### src/cpm_pkg.sv
// constants, types and helpers of the charge pump mode controller
// assumes a 100 MHz internal timebase clocking every file of the block
package cpm_pkg;

  localparam int CLK_PERIOD_NS = 10;
  localparam int CNT_W         = 18;
  localparam int N_CH          = 4;
  localparam int N_SYNC        = 18;

  // times in ns, as printed
  localparam int STEP_DLY_NS = 400000;
  localparam int PWRDWN_NS   = 1500000;
  localparam int SOFT_NS     = 40000;
  localparam int DIAG_NS     = 10000;

  function automatic int cyc_up(input int ns);
    cyc_up = (ns + CLK_PERIOD_NS - 1) / CLK_PERIOD_NS;
  endfunction : cyc_up

  localparam int STEP_DLY_CYC = cyc_up(STEP_DLY_NS);
  localparam int PWRDWN_CYC   = cyc_up(PWRDWN_NS);
  localparam int SOFT_CYC     = cyc_up(SOFT_NS);
  localparam int DIAG_CYC     = cyc_up(DIAG_NS);

  localparam logic [CNT_W-1:0] CNT_RST  = 18'h00000;
  localparam logic [N_CH-1:0]  CH_OFF   = 4'h0;
  localparam logic [N_SYNC-1:0] SYNC_RST = 18'h00000;

  typedef enum logic [1:0] {
    CPM_G1X,
    CPM_G133,
    CPM_G150,
    CPM_G200
  } cpm_gain_t;

  typedef enum logic [1:0] {
    CPM_ST_SHDN,
    CPM_ST_SOFT,
    CPM_ST_RUN,
    CPM_ST_DIAG
  } cpm_state_t;

  function automatic cpm_gain_t cpm_next_gain(input cpm_gain_t g);
    case (g)
      CPM_G1X:  cpm_next_gain = CPM_G133;
      CPM_G133: cpm_next_gain = CPM_G150;
      default:  cpm_next_gain = CPM_G200;
    endcase
  endfunction : cpm_next_gain

endpackage : cpm_pkg

### src/cpm_tmr_if.sv
// run/done pair between the controller and one persistence timer
// assumes both ends sit on clk_sys
`timescale 1ns/1ps
`default_nettype none
interface cpm_tmr_if;
  logic run;
  logic done;
  modport owner (output run, input done);
  modport timer (input run, output done);
endinterface : cpm_tmr_if
`default_nettype wire

### src/cpm_timer.sv
// persistence timer: done rises after run has held high LIMIT cycles
// assumes run from logic on clk_sys; run low clears the count
`timescale 1ns/1ps
`default_nettype none
module cpm_timer #(
  parameter logic [cpm_pkg::CNT_W-1:0] LIMIT = 18'h00010
) (
  input  wire logic   clk_sys,
  input  wire logic   arst_n,
  input  wire logic   clk_en,
  cpm_tmr_if.timer    tif
);

  logic [cpm_pkg::CNT_W-1:0] cnt_q;
  logic [cpm_pkg::CNT_W-1:0] cnt_d;
  logic                      done_q;
  logic                      done_d;

  always_comb begin
    cnt_d  = cnt_q;
    done_d = done_q;
    if (!tif.run) begin
      cnt_d  = cpm_pkg::CNT_RST;
      done_d = 1'b0;
    end else if (!done_q) begin
      cnt_d = cnt_q + 18'h00001;
      if (cnt_q == LIMIT - 18'h00001) begin
        done_d = 1'b1;
      end
    end
  end

  always_ff @(posedge clk_sys or negedge arst_n) begin
    if (!arst_n) begin
      cnt_q  <= cpm_pkg::CNT_RST;
      done_q <= 1'b0;
    end else if (clk_en) begin
      cnt_q  <= cnt_d;
      done_q <= done_d;
    end
  end

  assign tif.done = done_q;

endmodule : cpm_timer
`default_nettype wire

### src/cpm_ctrl.sv
// gain mode, channel gating and protection control of the pump driver
// assumes analog flags arrive asynchronously and are synchronised here
`timescale 1ns/1ps
`default_nettype none
module cpm_ctrl #(
  parameter logic [cpm_pkg::CNT_W-1:0] STEP_CYC =
    cpm_pkg::CNT_W'(cpm_pkg::STEP_DLY_CYC),
  parameter logic [cpm_pkg::CNT_W-1:0] SHDN_CYC =
    cpm_pkg::CNT_W'(cpm_pkg::PWRDWN_CYC)
) (
  input  wire logic       clk_sys,
  input  wire logic       arst_n,
  input  wire logic       clk_en,
  input  wire logic       en_pin,
  input  wire logic       unity_ok,
  input  wire logic [3:0] ch_low,
  input  wire logic [3:0] ch_open,
  input  wire logic [3:0] ch_tied,
  input  wire logic       ovp_trip,
  input  wire logic       temp_hot,
  input  wire logic       temp_cool,
  input  wire logic       uvlo,
  output logic      [1:0] gain_mode,
  output logic      [3:0] channel_on,
  output logic            pump_switch_en,
  output logic            unity_return_hysteresis,
  output logic            shutdown,
  output logic            soft_start,
  output logic            diag_active,
  output logic            therm_shdn
);

  localparam logic [cpm_pkg::CNT_W-1:0] SOFT_LIM =
    cpm_pkg::CNT_W'(cpm_pkg::SOFT_CYC);
  localparam logic [cpm_pkg::CNT_W-1:0] DIAG_LIM =
    cpm_pkg::CNT_W'(cpm_pkg::DIAG_CYC);

  logic [cpm_pkg::N_SYNC-1:0] sync1_q;
  logic [cpm_pkg::N_SYNC-1:0] sync2_q;
  logic                       en_s;
  logic                       unity_s;
  logic [3:0]                 low_s;
  logic [3:0]                 open_s;
  logic [3:0]                 tied_s;
  logic                       ovp_s;
  logic                       hot_s;
  logic                       cool_s;
  logic                       uvlo_s;

  cpm_pkg::cpm_state_t        state_q;
  cpm_pkg::cpm_state_t        state_d;
  cpm_pkg::cpm_gain_t         mode_q;
  cpm_pkg::cpm_gain_t         mode_d;
  logic [3:0]                 open_q;
  logic [3:0]                 open_d;
  logic                       therm_q;
  logic                       therm_d;
  logic                       step_clr_q;
  logic                       step_clr_d;
  logic                       ovp_prev_q;
  logic [cpm_pkg::CNT_W-1:0]  diag_q;
  logic [cpm_pkg::CNT_W-1:0]  diag_d;
  logic [3:0]                 ch_on_q;
  logic [3:0]                 ch_on_d;
  logic                       pump_q;
  logic                       pump_d;
  logic [3:0]                 excl;
  logic                       insuff;
  logic                       live;
  logic                       new_open;
  logic                       ovp_rise;
  logic                       step_ok;

  cpm_tmr_if up_if ();
  cpm_tmr_if sd_if ();
  cpm_tmr_if sf_if ();

  // two-stage synchroniser for every pin-side flag
  always_ff @(posedge clk_sys or negedge arst_n) begin
    if (!arst_n) begin
      sync1_q <= cpm_pkg::SYNC_RST;
      sync2_q <= cpm_pkg::SYNC_RST;
    end else if (clk_en) begin
      sync1_q <= {en_pin, unity_ok, ch_low, ch_open, ch_tied,
                  ovp_trip, temp_hot, temp_cool, uvlo};
      sync2_q <= sync1_q;
    end
  end

  assign {en_s, unity_s, low_s, open_s, tied_s,
          ovp_s, hot_s, cool_s, uvlo_s} = sync2_q;

  assign excl     = open_q | tied_s;
  assign insuff   = |(low_s & ~excl);
  assign live     = (state_q == cpm_pkg::CPM_ST_SOFT) ||
                    (state_q == cpm_pkg::CPM_ST_RUN);
  assign new_open = live && |(open_s & ~excl);
  assign ovp_rise = ovp_s && !ovp_prev_q;
  assign step_ok  = up_if.done && !step_clr_q;

  // step delay only counts while insufficiency persists
  assign up_if.run = live && insuff && !unity_s && !step_clr_q &&
                     (mode_q != cpm_pkg::CPM_G200);
  // shutdown counter clears whenever enable is high
  assign sd_if.run = !en_s && (state_q != cpm_pkg::CPM_ST_SHDN);
  assign sf_if.run = (state_q == cpm_pkg::CPM_ST_SOFT);

  cpm_timer #(.LIMIT(STEP_CYC)) u_step (
    .clk_sys (clk_sys),
    .arst_n  (arst_n),
    .clk_en  (clk_en),
    .tif     (up_if)
  );

  cpm_timer #(.LIMIT(SHDN_CYC)) u_shdn (
    .clk_sys (clk_sys),
    .arst_n  (arst_n),
    .clk_en  (clk_en),
    .tif     (sd_if)
  );

  cpm_timer #(.LIMIT(SOFT_LIM)) u_soft (
    .clk_sys (clk_sys),
    .arst_n  (arst_n),
    .clk_en  (clk_en),
    .tif     (sf_if)
  );

  always_comb begin
    state_d    = state_q;
    mode_d     = mode_q;
    open_d     = open_q;
    therm_d    = therm_q;
    step_clr_d = 1'b0;
    diag_d     = diag_q;
    if (hot_s) begin
      therm_d = 1'b1;
    end else if (cool_s) begin
      therm_d = 1'b0;
    end
    case (state_q)
      cpm_pkg::CPM_ST_SHDN: begin
        mode_d = cpm_pkg::CPM_G1X;
        open_d = cpm_pkg::CH_OFF;
        if (en_s) begin
          state_d = cpm_pkg::CPM_ST_SOFT;
        end
      end
      cpm_pkg::CPM_ST_SOFT: begin
        if (sf_if.done) begin
          state_d = cpm_pkg::CPM_ST_RUN;
        end
      end
      cpm_pkg::CPM_ST_DIAG: begin
        diag_d = diag_q + 18'h00001;
        if (diag_q == DIAG_LIM - 18'h00001) begin
          state_d = cpm_pkg::CPM_ST_RUN;
          diag_d  = cpm_pkg::CNT_RST;
        end
      end
      default: begin
      end
    endcase
    if (live) begin
      if (new_open) begin
        state_d    = cpm_pkg::CPM_ST_DIAG;
        open_d     = open_q | open_s;
        mode_d     = cpm_pkg::CPM_G1X;
        step_clr_d = 1'b1;
        diag_d     = cpm_pkg::CNT_RST;
      end else if (mode_q != cpm_pkg::CPM_G1X && unity_s) begin
        mode_d     = cpm_pkg::CPM_G1X;
        step_clr_d = 1'b1;
      end else if (step_ok) begin
        mode_d     = cpm_pkg::cpm_next_gain(mode_q);
        step_clr_d = 1'b1;
      end
    end
    if (ovp_rise && state_q != cpm_pkg::CPM_ST_SHDN) begin
      state_d    = cpm_pkg::CPM_ST_DIAG;
      mode_d     = cpm_pkg::CPM_G1X;
      open_d     = cpm_pkg::CH_OFF;
      step_clr_d = 1'b1;
      diag_d     = cpm_pkg::CNT_RST;
    end
    if (sd_if.done || uvlo_s || therm_d) begin
      state_d = cpm_pkg::CPM_ST_SHDN;
      mode_d  = cpm_pkg::CPM_G1X;
      diag_d  = cpm_pkg::CNT_RST;
    end
    // channels follow enable unless shut down or open/tied; the pump does not
    if (state_d != cpm_pkg::CPM_ST_SHDN && en_s) begin
      ch_on_d = ~(open_d | tied_s);
    end else begin
      ch_on_d = cpm_pkg::CH_OFF;
    end
    pump_d = (state_d != cpm_pkg::CPM_ST_SHDN) &&
             (mode_d != cpm_pkg::CPM_G1X);
  end

  always_ff @(posedge clk_sys or negedge arst_n) begin
    if (!arst_n) begin
      state_q    <= cpm_pkg::CPM_ST_SHDN;
      mode_q     <= cpm_pkg::CPM_G1X;
      open_q     <= cpm_pkg::CH_OFF;
      therm_q    <= 1'b0;
      step_clr_q <= 1'b0;
      ovp_prev_q <= 1'b0;
      diag_q     <= cpm_pkg::CNT_RST;
      ch_on_q    <= cpm_pkg::CH_OFF;
      pump_q     <= 1'b0;
    end else if (clk_en) begin
      state_q    <= state_d;
      mode_q     <= mode_d;
      open_q     <= open_d;
      therm_q    <= therm_d;
      step_clr_q <= step_clr_d;
      ovp_prev_q <= ovp_s;
      diag_q     <= diag_d;
      ch_on_q    <= ch_on_d;
      pump_q     <= pump_d;
    end
  end

  assign gain_mode               = mode_q;
  assign channel_on              = ch_on_q;
  assign pump_switch_en          = pump_q;
  assign unity_return_hysteresis = (mode_q != cpm_pkg::CPM_G1X);
  assign shutdown                = (state_q == cpm_pkg::CPM_ST_SHDN);
  assign soft_start              = (state_q == cpm_pkg::CPM_ST_SOFT);
  assign diag_active             = (state_q == cpm_pkg::CPM_ST_DIAG);
  assign therm_shdn              = therm_q;
endmodule : cpm_ctrl
`default_nettype wire

### config.mk
export PLATFORM = sky130hd
export DESIGN_NAME = cpm_ctrl
export DESIGN_NICKNAME = d
export VERILOG_FILES = /design/src/cpm_pkg.sv /design/src/cpm_tmr_if.sv /design/src/cpm_timer.sv /design/src/cpm_ctrl.sv
export SDC_FILE = /design/constraint.sdc
export NUM_CORES = 1
export LEC_CHECK = 0
export BUFFER_PORTS_ARGS = -buffer_cell sky130_fd_sc_hd__buf_2
export CAP_MARGIN = 20
export CORE_ASPECT_RATIO = 0.8
export CORE_MARGIN = 2
export CORE_UTILIZATION = 49
export CTS_BUF_LIST = sky130_fd_sc_hd__clkbuf_8
export CTS_CLUSTER_SIZE = 12
export DETAILED_ROUTE_END_ITERATION = 7
export PLACE_DENSITY = 0.74
export SLEW_MARGIN = 20
export SYNTH_ARGS = -nofsm -noshare
export SYNTH_HDL_FRONTEND = slang
export SYNTH_SLANG_ARGS = --single-unit
### constraint.sdc
create_clock -name clk_sys -period 5.6 [get_ports clk_sys]
set_input_delay 0.84 -clock clk_sys [delete_from_list [all_inputs] [get_ports clk_sys]]
set_output_delay 0.84 -clock clk_sys [all_outputs]
set_load 0.1 [all_outputs]
==> results of run 1 <==
flip-flops by register name, indices dropped and copies added, names as in the netlist:
signal / count
u_shdn.tif.done: 1
open_q: 4
step_clr_q: 1
sync1_q: 18
ovp_prev_q: 1
u_step.cnt_q: 18
state_q: 2
therm_shdn: 1
pump_switch_en: 1
diag_q: 18
gain_mode: 2
u_step.tif.done: 1
u_shdn.cnt_q: 18
u_soft.tif.done: 1
sync2_q: 18
channel_on: 4
u_soft.cnt_q: 18
where the power goes:
| group | total, uW | switching (uW) | internal (uW) |
|---|---|---|---|
| clock | 754 | 366 | 388 |
| combinational | 275 | 187 | 88.6 |
| sequential | 999 | 36.6 | 963 |
cell usage in the layout, fill, tap and decap left out, drive strengths merged, types with 5 or more instances in the layout:
cell	synthesis	layout
or3	18	18
o2bb2ai	5	5
or4	6	6
nand2	42	42
nor4	13	13
inv	31	35
dfrtp	127	127
a31oi	6	6
xnor2	22	22
xor2	7	7
o21ai	31	31
nor3	24	24
nand3	26	26
nor2	70	70
nand4	19	19
nand2b	5	5
nor3b	13	13
a21oi	23	23
buf	10	34
clkbuf	11	20
ha	8	8
and3	11	11
mux2	41	41
final cells by class:
cell class              count  share of cell area
flip-flops and latches    127               0.451
multi-input cells         453               0.421
clock buffers              20              0.0391
well taps                 175              0.0311
repair buffers             34              0.0258
inverters                  31              0.0165
clock inverters            12              0.0156
critical path: stages (launching register included):
cell and delay [ns]:
sky130_fd_sc_hd__dfrtp_1 0.45, sky130_fd_sc_hd__inv_1 0.13, sky130_fd_sc_hd__ha_1 0.48, sky130_fd_sc_hd__buf_2 0.53
stage by stage:
stage / hold WS (ns) / instances
2_1_floorplan: 0.449 / 632
3_3_place_gp: 0.481 / 820
3_5_place_dp: 0.492 / 820
4_1_cts: 0.506 / 852
5_1_grt: 0.483 / 852
6_report: 0.404 / 852
metal layers:
layer,global-route usage,share of wire,vias up
met1,0.266,0.49,2413
met2,0.302,0.45,108
met4,0.0846,0.022,0
met3,0.0505,0.038,27
met5,0,0,-
li1,-,-,2361
final timing paths:
kind,endpoint,slack (ns),cells past startpoint
worst max-delay path,shutdown,2.73,3
worst min-delay path,u_step.cnt_q[15],0.40,1
worst max register to register,diag_q[6],2.83,6
worst min register to register,sync2_q[16],0.50,1
max in group asynchronous,sync2_q[2],4.08,2
min in group clk_sys,sync2_q[16],0.50,1
cell families (layout without fill, tap and decap cells):
logic type      count (synthesis)  after routing  synth area share
compound gates                107            107             0.116
xor+xnor                       29             29            0.0400
fa+ha+maj                       8              8            0.0158
buf+inv                        52             97            0.0327
flops                         127            127             0.500
mux                            43             43            0.0759
simple gates                  266            266             0.219
==> qor.txt, run 1 <==
================================================================================
Period minus WS final                                                    2.87 ns
Vias in the first global route                                              4630
Classification of the worst-slack hold path                             in2async
Routed wirelength normalized by instance count                           15.0 um
Data required time at the worst endpoint                                 4.76 ns
Cell area after synthesis                                            0.00635 mm2
Critical R2R Launch                                                   state_q[1]
Outcome                                                             finished clean
Fraction of post-synthesis cell area in the top cell type by area          0.500
Share of post-route cells with drive strength above 1                      0.162
Antenna Violating Nets Remaining                                               0
Synth Net Count                                                              661
Placed cell area                                                     0.00666 mm2
Worst slew slack as a fraction of its limit                                0.277
Area growth syn-to-layout                                                  10.9%
Placer Congestion                                                          0.811
Avg Cell Area, Syn                                                      10.0 um2
Crit Path Category                                                       reg2out
Clk_lat worst skew                                                       0.44 ns
Die outline height                                                        106 um
Nature of the critical path endpoint                                primary output
CTS Hold Bufs                                                                  0
Most area-consuming cells after synthesis                           sky130_fd_sc_hd__dfrtp_1 (50%), sky130_fd_sc_hd__mux2_2 (7.3%), sky130_fd_sc_hd__nor2_1 (4.1%)
Total CTS buffers                                                             17
Data arrival at the endpoint of the critical path                        2.03 ns
Die Width                                                                 131 um
Highest fanout seen on the critical path                                      11
Netlist cell types                                                            61
Instance count of the mapped netlist                                         632
Worst-case clock buffer depth                                                  2
Count of input and output buffers                                             32
Footprint of the flip-flops and latches                              0.00318 mm2
Router iterations before antenna repair                                        5
Largest net degree at the start of global routing                             82
Number of warnings reported in the yosys synthesis log                         0
Async set-or-reset flop fraction in the synthesized netlist                 1.00
Number of inserted filler cells in the final layout                         1127
Worst IR Drop VDD                                                     0.000232 V
Sum Neg Setup Slack                                                         0 ns
Cts repair resizes                                                             0
List of most frequent post-synthesis cells                          sky130_fd_sc_hd__dfrtp_1 (127), sky130_fd_sc_hd__nor2_1 (70), sky130_fd_sc_hd__nand2_1 (42), sky130_fd_sc_hd__mux2_2 (41), sky130_fd_sc_hd__inv_1 (31)
Core area                                                             0.0128 mm2
Unrepaired setup endpoints after global routing                               no
Fin Clk Skew                                                           0.0108 ns
CP Launch Type                                                          register
Total count of max-transition violations in the final report                   0
Library cell with the highest instance count after synthesis        sky130_fd_sc_hd__dfrtp_1
Prevailing post-synth register cell                                 sky130_fd_sc_hd__dfrtp_1
Achievable Freq                                                          348 MHz
Start point of the critical path                                      state_q[1]
Global-route wire length before repair                                   22.1 mm
Number of maximum-capacitance violations                                       0
Via density per instance                                                    5.76
Cell type with the highest aggregate area in the netlist            sky130_fd_sc_hd__dfrtp_1
Tightest Pin Transition                                                  1.08 ns
Clock transition at the registers of the reported paths                  0.08 ns
H-Tree Level Count                                                             4
Standard-cell row count                                                       37
Sum of routed wire length over all layers                                12.8 mm
Congestion Overflow GR                                                         0
Initial Util                                                               0.497
Overall power after layout                                               2030 uW
Utilization after layout                                                   0.551
Share of the clock period used by the worst path                           0.513
Routed via count                                                            4909
Area used by multi-input combinational logic                         0.00296 mm2
Count of boundary I/O pins                                                    33
Number of flops mapped to enable cells by yosys                                0
Leakage Power                                                         0.00295 uW
Yosys reg bits                                                               127
Detailed placement HPWL                                                  8.74 mm
Post-CTS setup repair buffer count                                             0
Sequential fraction of the synthesis area                                  0.500
P per Cell Area                                                       288 mW/mm2
TritonCTS clock tree                                                         yes
Number of clock sinks                                                        127
Total routing usage reported by global routing                             0.197
Full die area                                                         0.0139 mm2
# nets final                                                                 693
Final count of negative-setup-slack endpoints                                  0
Clk Tree Root Cell                                                  sky130_fd_sc_hd__clkbuf_8
Final cell area excluding filler cells                               0.00704 mm2
Antenna Diode Count                                                            0
Fin worst setup slack                                                    2.73 ns
Number of DRC markers after the initial detailed-route iteration             375
Final hold violation count                                                     0
Number of remaining DRC errors                                                 0
Antenna violations before repair                                               0
Post-placement setup slack                                               2.28 ns
================================================================================
Power figures use the tool's default switching activity.
==> run 2: changes to the inputs <==
- clock period: 5.6 -> 2.7 ns (I/O delays scaled with it)
==> qor.txt, run 2 (synthesis results as in run 1) <==
=====================================================================================
Number of standard cells in the final layout excluding fillers                    864   +1.4%
Fin Clk Skew                                                               0.00939 ns   -0.00145 ns
Unrepaired setup endpoints after global routing                                    no
Via density per instance                                                         5.67   -1.6%
Top library cells by usage in the layout, fill and taps aside            sky130_fd_sc_hd__dfrtp_1 (127), sky130_fd_sc_hd__nor2_1 (70), sky130_fd_sc_hd__nand2_1 (42), sky130_fd_sc_hd__mux2_2 (41), sky130_fd_sc_hd__inv_1 (32)
Die Width                                                                      131 um   unchanged
H-Tree Level Count                                                                  4   unchanged
Clk Tree Root Cell                                                       sky130_fd_sc_hd__clkbuf_8
Outcome                                                                  finished clean
Most frequent standard cell in the layout excluding fill and tap cells   sky130_fd_sc_hd__dfrtp_1
Fin worst setup slack                                                        0.179 ns   -2.55 ns
Placer Congestion                                                               0.965   +19%
Number of inserted filler cells in the final layout                              1134   +0.62%
Nature of the critical path endpoint                                         register
Achievable Freq                                                               397 MHz
Crit Path Category                                                            reg2reg
Cell-internal power                                                           2940 uW   +100%
Data required time at the worst endpoint                                      3.03 ns   -1.73 ns
Critical path buffer and inverter count                                             1   -1
Part of the power in registers                                                  0.491   -0.002
Net Sw Power                                                                  1280 uW   +120%
Period minus WS final                                                         2.52 ns
Largest net degree at the start of global routing                                  50   -39%
Vias in the first global route                                                   4888   +5.6%
Post-Place Cells                                                                  831   +1.3%
Congestion Overflow GR                                                              0   unchanged
Global-route wire length before repair                                        23.9 mm   +7.9%
Proportion of power drawn by the clock network                                  0.366   -0.006
Total count of max-transition violations in the final report                        0   unchanged
Routed wirelength normalized by instance count                                15.8 um   +5.7%
Highest fanout seen on the critical path                                            9   -2
Fraction of power consumed by combinational cells                               0.143   +0.007
Routed via count                                                                 4900   -0.18%
Cts repair resizes                                                                  0   unchanged
Detailed placement HPWL                                                       9.47 mm   +8.4%
Area growth syn-to-layout                                                       12.4%
Number of DRC markers after the initial detailed-route iteration                  343   -8.5%
Antenna Diode Count                                                                 0   unchanged
Family with the most delay on the worst path                             compound AO/OA/AOI/OAI gates
Tightest Pin Transition                                                      0.856 ns   -0.223 ns
Standard-cell row count                                                            37   unchanged
Number of remaining DRC errors                                                      0   unchanged
Count of input and output buffers                                                  32   unchanged
Leakage Power                                                              0.00300 uW   +1.5%
Router iterations before antenna repair                                             7   +2
Crit-path cells                                                          inv_1, ha_1, nor2b_1, o31ai_1, a21o_1, a311o_1, o32ai_1
Sum of routed wire length over all layers                                     13.7 mm   +7.2%
Share of the clock period used by the worst path                                0.934
Data arrival at the endpoint of the critical path                             2.85 ns   +0.82 ns
Initial Util                                                                    0.497   unchanged
Share of post-route cells with drive strength above 1                           0.179   +0.0160
P per Cell Area                                                            592 mW/mm2   +110%
CP Launch Type                                                               register
Count of boundary I/O pins                                                         33   unchanged
Full die area                                                              0.0139 mm2   unchanged
Final count of negative-setup-slack endpoints                                       0   unchanged
Antenna Violating Nets Remaining                                                    0   unchanged
Classification of the worst-slack hold path                                    in2reg
Final hold violation count                                                          0   unchanged
Die outline height                                                             106 um   unchanged
Antenna violations before repair                                                    0   unchanged
Total CTS buffers                                                                  17   unchanged
Core area                                                                  0.0128 mm2   unchanged
Post-placement setup slack                                                   0.313 ns   -1.97 ns
Sum Neg Setup Slack                                                              0 ns   unchanged
Clk_lat worst skew                                                            0.44 ns   about the same
Clock transition at the registers of the reported paths                       0.08 ns   about the same
Worst slew slack as a fraction of its limit                                     0.427   +0.150
TritonCTS clock tree                                                              yes
Worst-case clock buffer depth                                                       2   unchanged
Slowest stage delay, CP                                                       0.46 ns   -0.07 ns
Switching share of power                                                        0.304   +0.0137
Worst IR Drop VDD                                                          0.000544 V   +130%
Number of maximum-capacitance violations                                            0   unchanged
Total routing usage reported by global routing                                  0.214   +0.0174
# nets final                                                                      705   +1.7%
Cell with the biggest individual delay on the critical path              sky130_fd_sc_hd__a311o_1
Number of clock sinks                                                             127   unchanged
=====================================================================================
==> run 2: worst paths after layout <==
kind                       slack (ns)  cells past startpoint          endpoint   startpoint
min in group asynchronous        0.54                      2         diag_q[9]       arst_n
max                              0.18                      7     channel_on[3]   state_q[1]
min reg2reg                      0.51                      1       sync2_q[16]  sync1_q[16]
max reg2reg                      0.18                      7     channel_on[3]   state_q[1]
min                              0.18                      2       sync1_q[10]   ch_open[2]
max in group asynchronous        1.38                      3  u_soft.cnt_q[17]       arst_n
==> run 2: per-layer routing <==
metal | routed length [um] | part of all wire | vias up | global-route usage
li1 | - | - | 2390 | -
met1 | 6670 | 0.49 | 2390 | 0.294
met2 | 6220 | 0.45 | 106 | 0.329
met3 | 618 | 0.045 | 14 | 0.0568
met4 | 161 | 0.012 | 0 | 0.0784
met5 | 0 | 0 | - | 0
==> run 2: cell type report <==
type,count,area (um2),area share
clock inverter,15,138,0.0193
inverter,31,116,0.0163
multi-input combinational,453,2970,0.416
clock buffer,17,234,0.0328
tap,175,219,0.0307
sequential,127,3180,0.445
timing repair buffer,46,283,0.0396
==> run 2: timing repair <==
action                                 4_1_cts  5_1_grt
buffers inserted                             0        0
endpoints found under the hold margin       42        0
hold buffers                                 1        0
==> run 2: power by group through the flow <==
stage | combinational [uW] | clock (uW) | sequential, uW
2_1_floorplan | 394 | 0 | 2130
3_3_place_gp | 586 | 0 | 2100
3_5_place_dp | 603 | 0 | 2110
4_1_cts | 608 | 1590 | 2070
5_1_grt | 659 | 1690 | 2090
6_report | 604 | 1540 | 2070
==> run 2: per-stage QoR <==
| step | area (um2) | utilization | total power [uW] | hold slack, ns |
|---|---|---|---|---|
| 2_1_floorplan | 6350 | - | 2530 | 0.109 |
| 3_3_place_gp | 6760 | 0.529 | 2690 | 0.479 |
| 5_1_grt | 7140 | 0.559 | 4430 | 0.155 |
| 4_1_cts | 7140 | 0.559 | 4270 | 0.149 |
| 3_5_place_dp | 6760 | 0.529 | 2710 | 0.480 |
| 6_report | 7140 | 0.559 | 4220 | 0.185 |
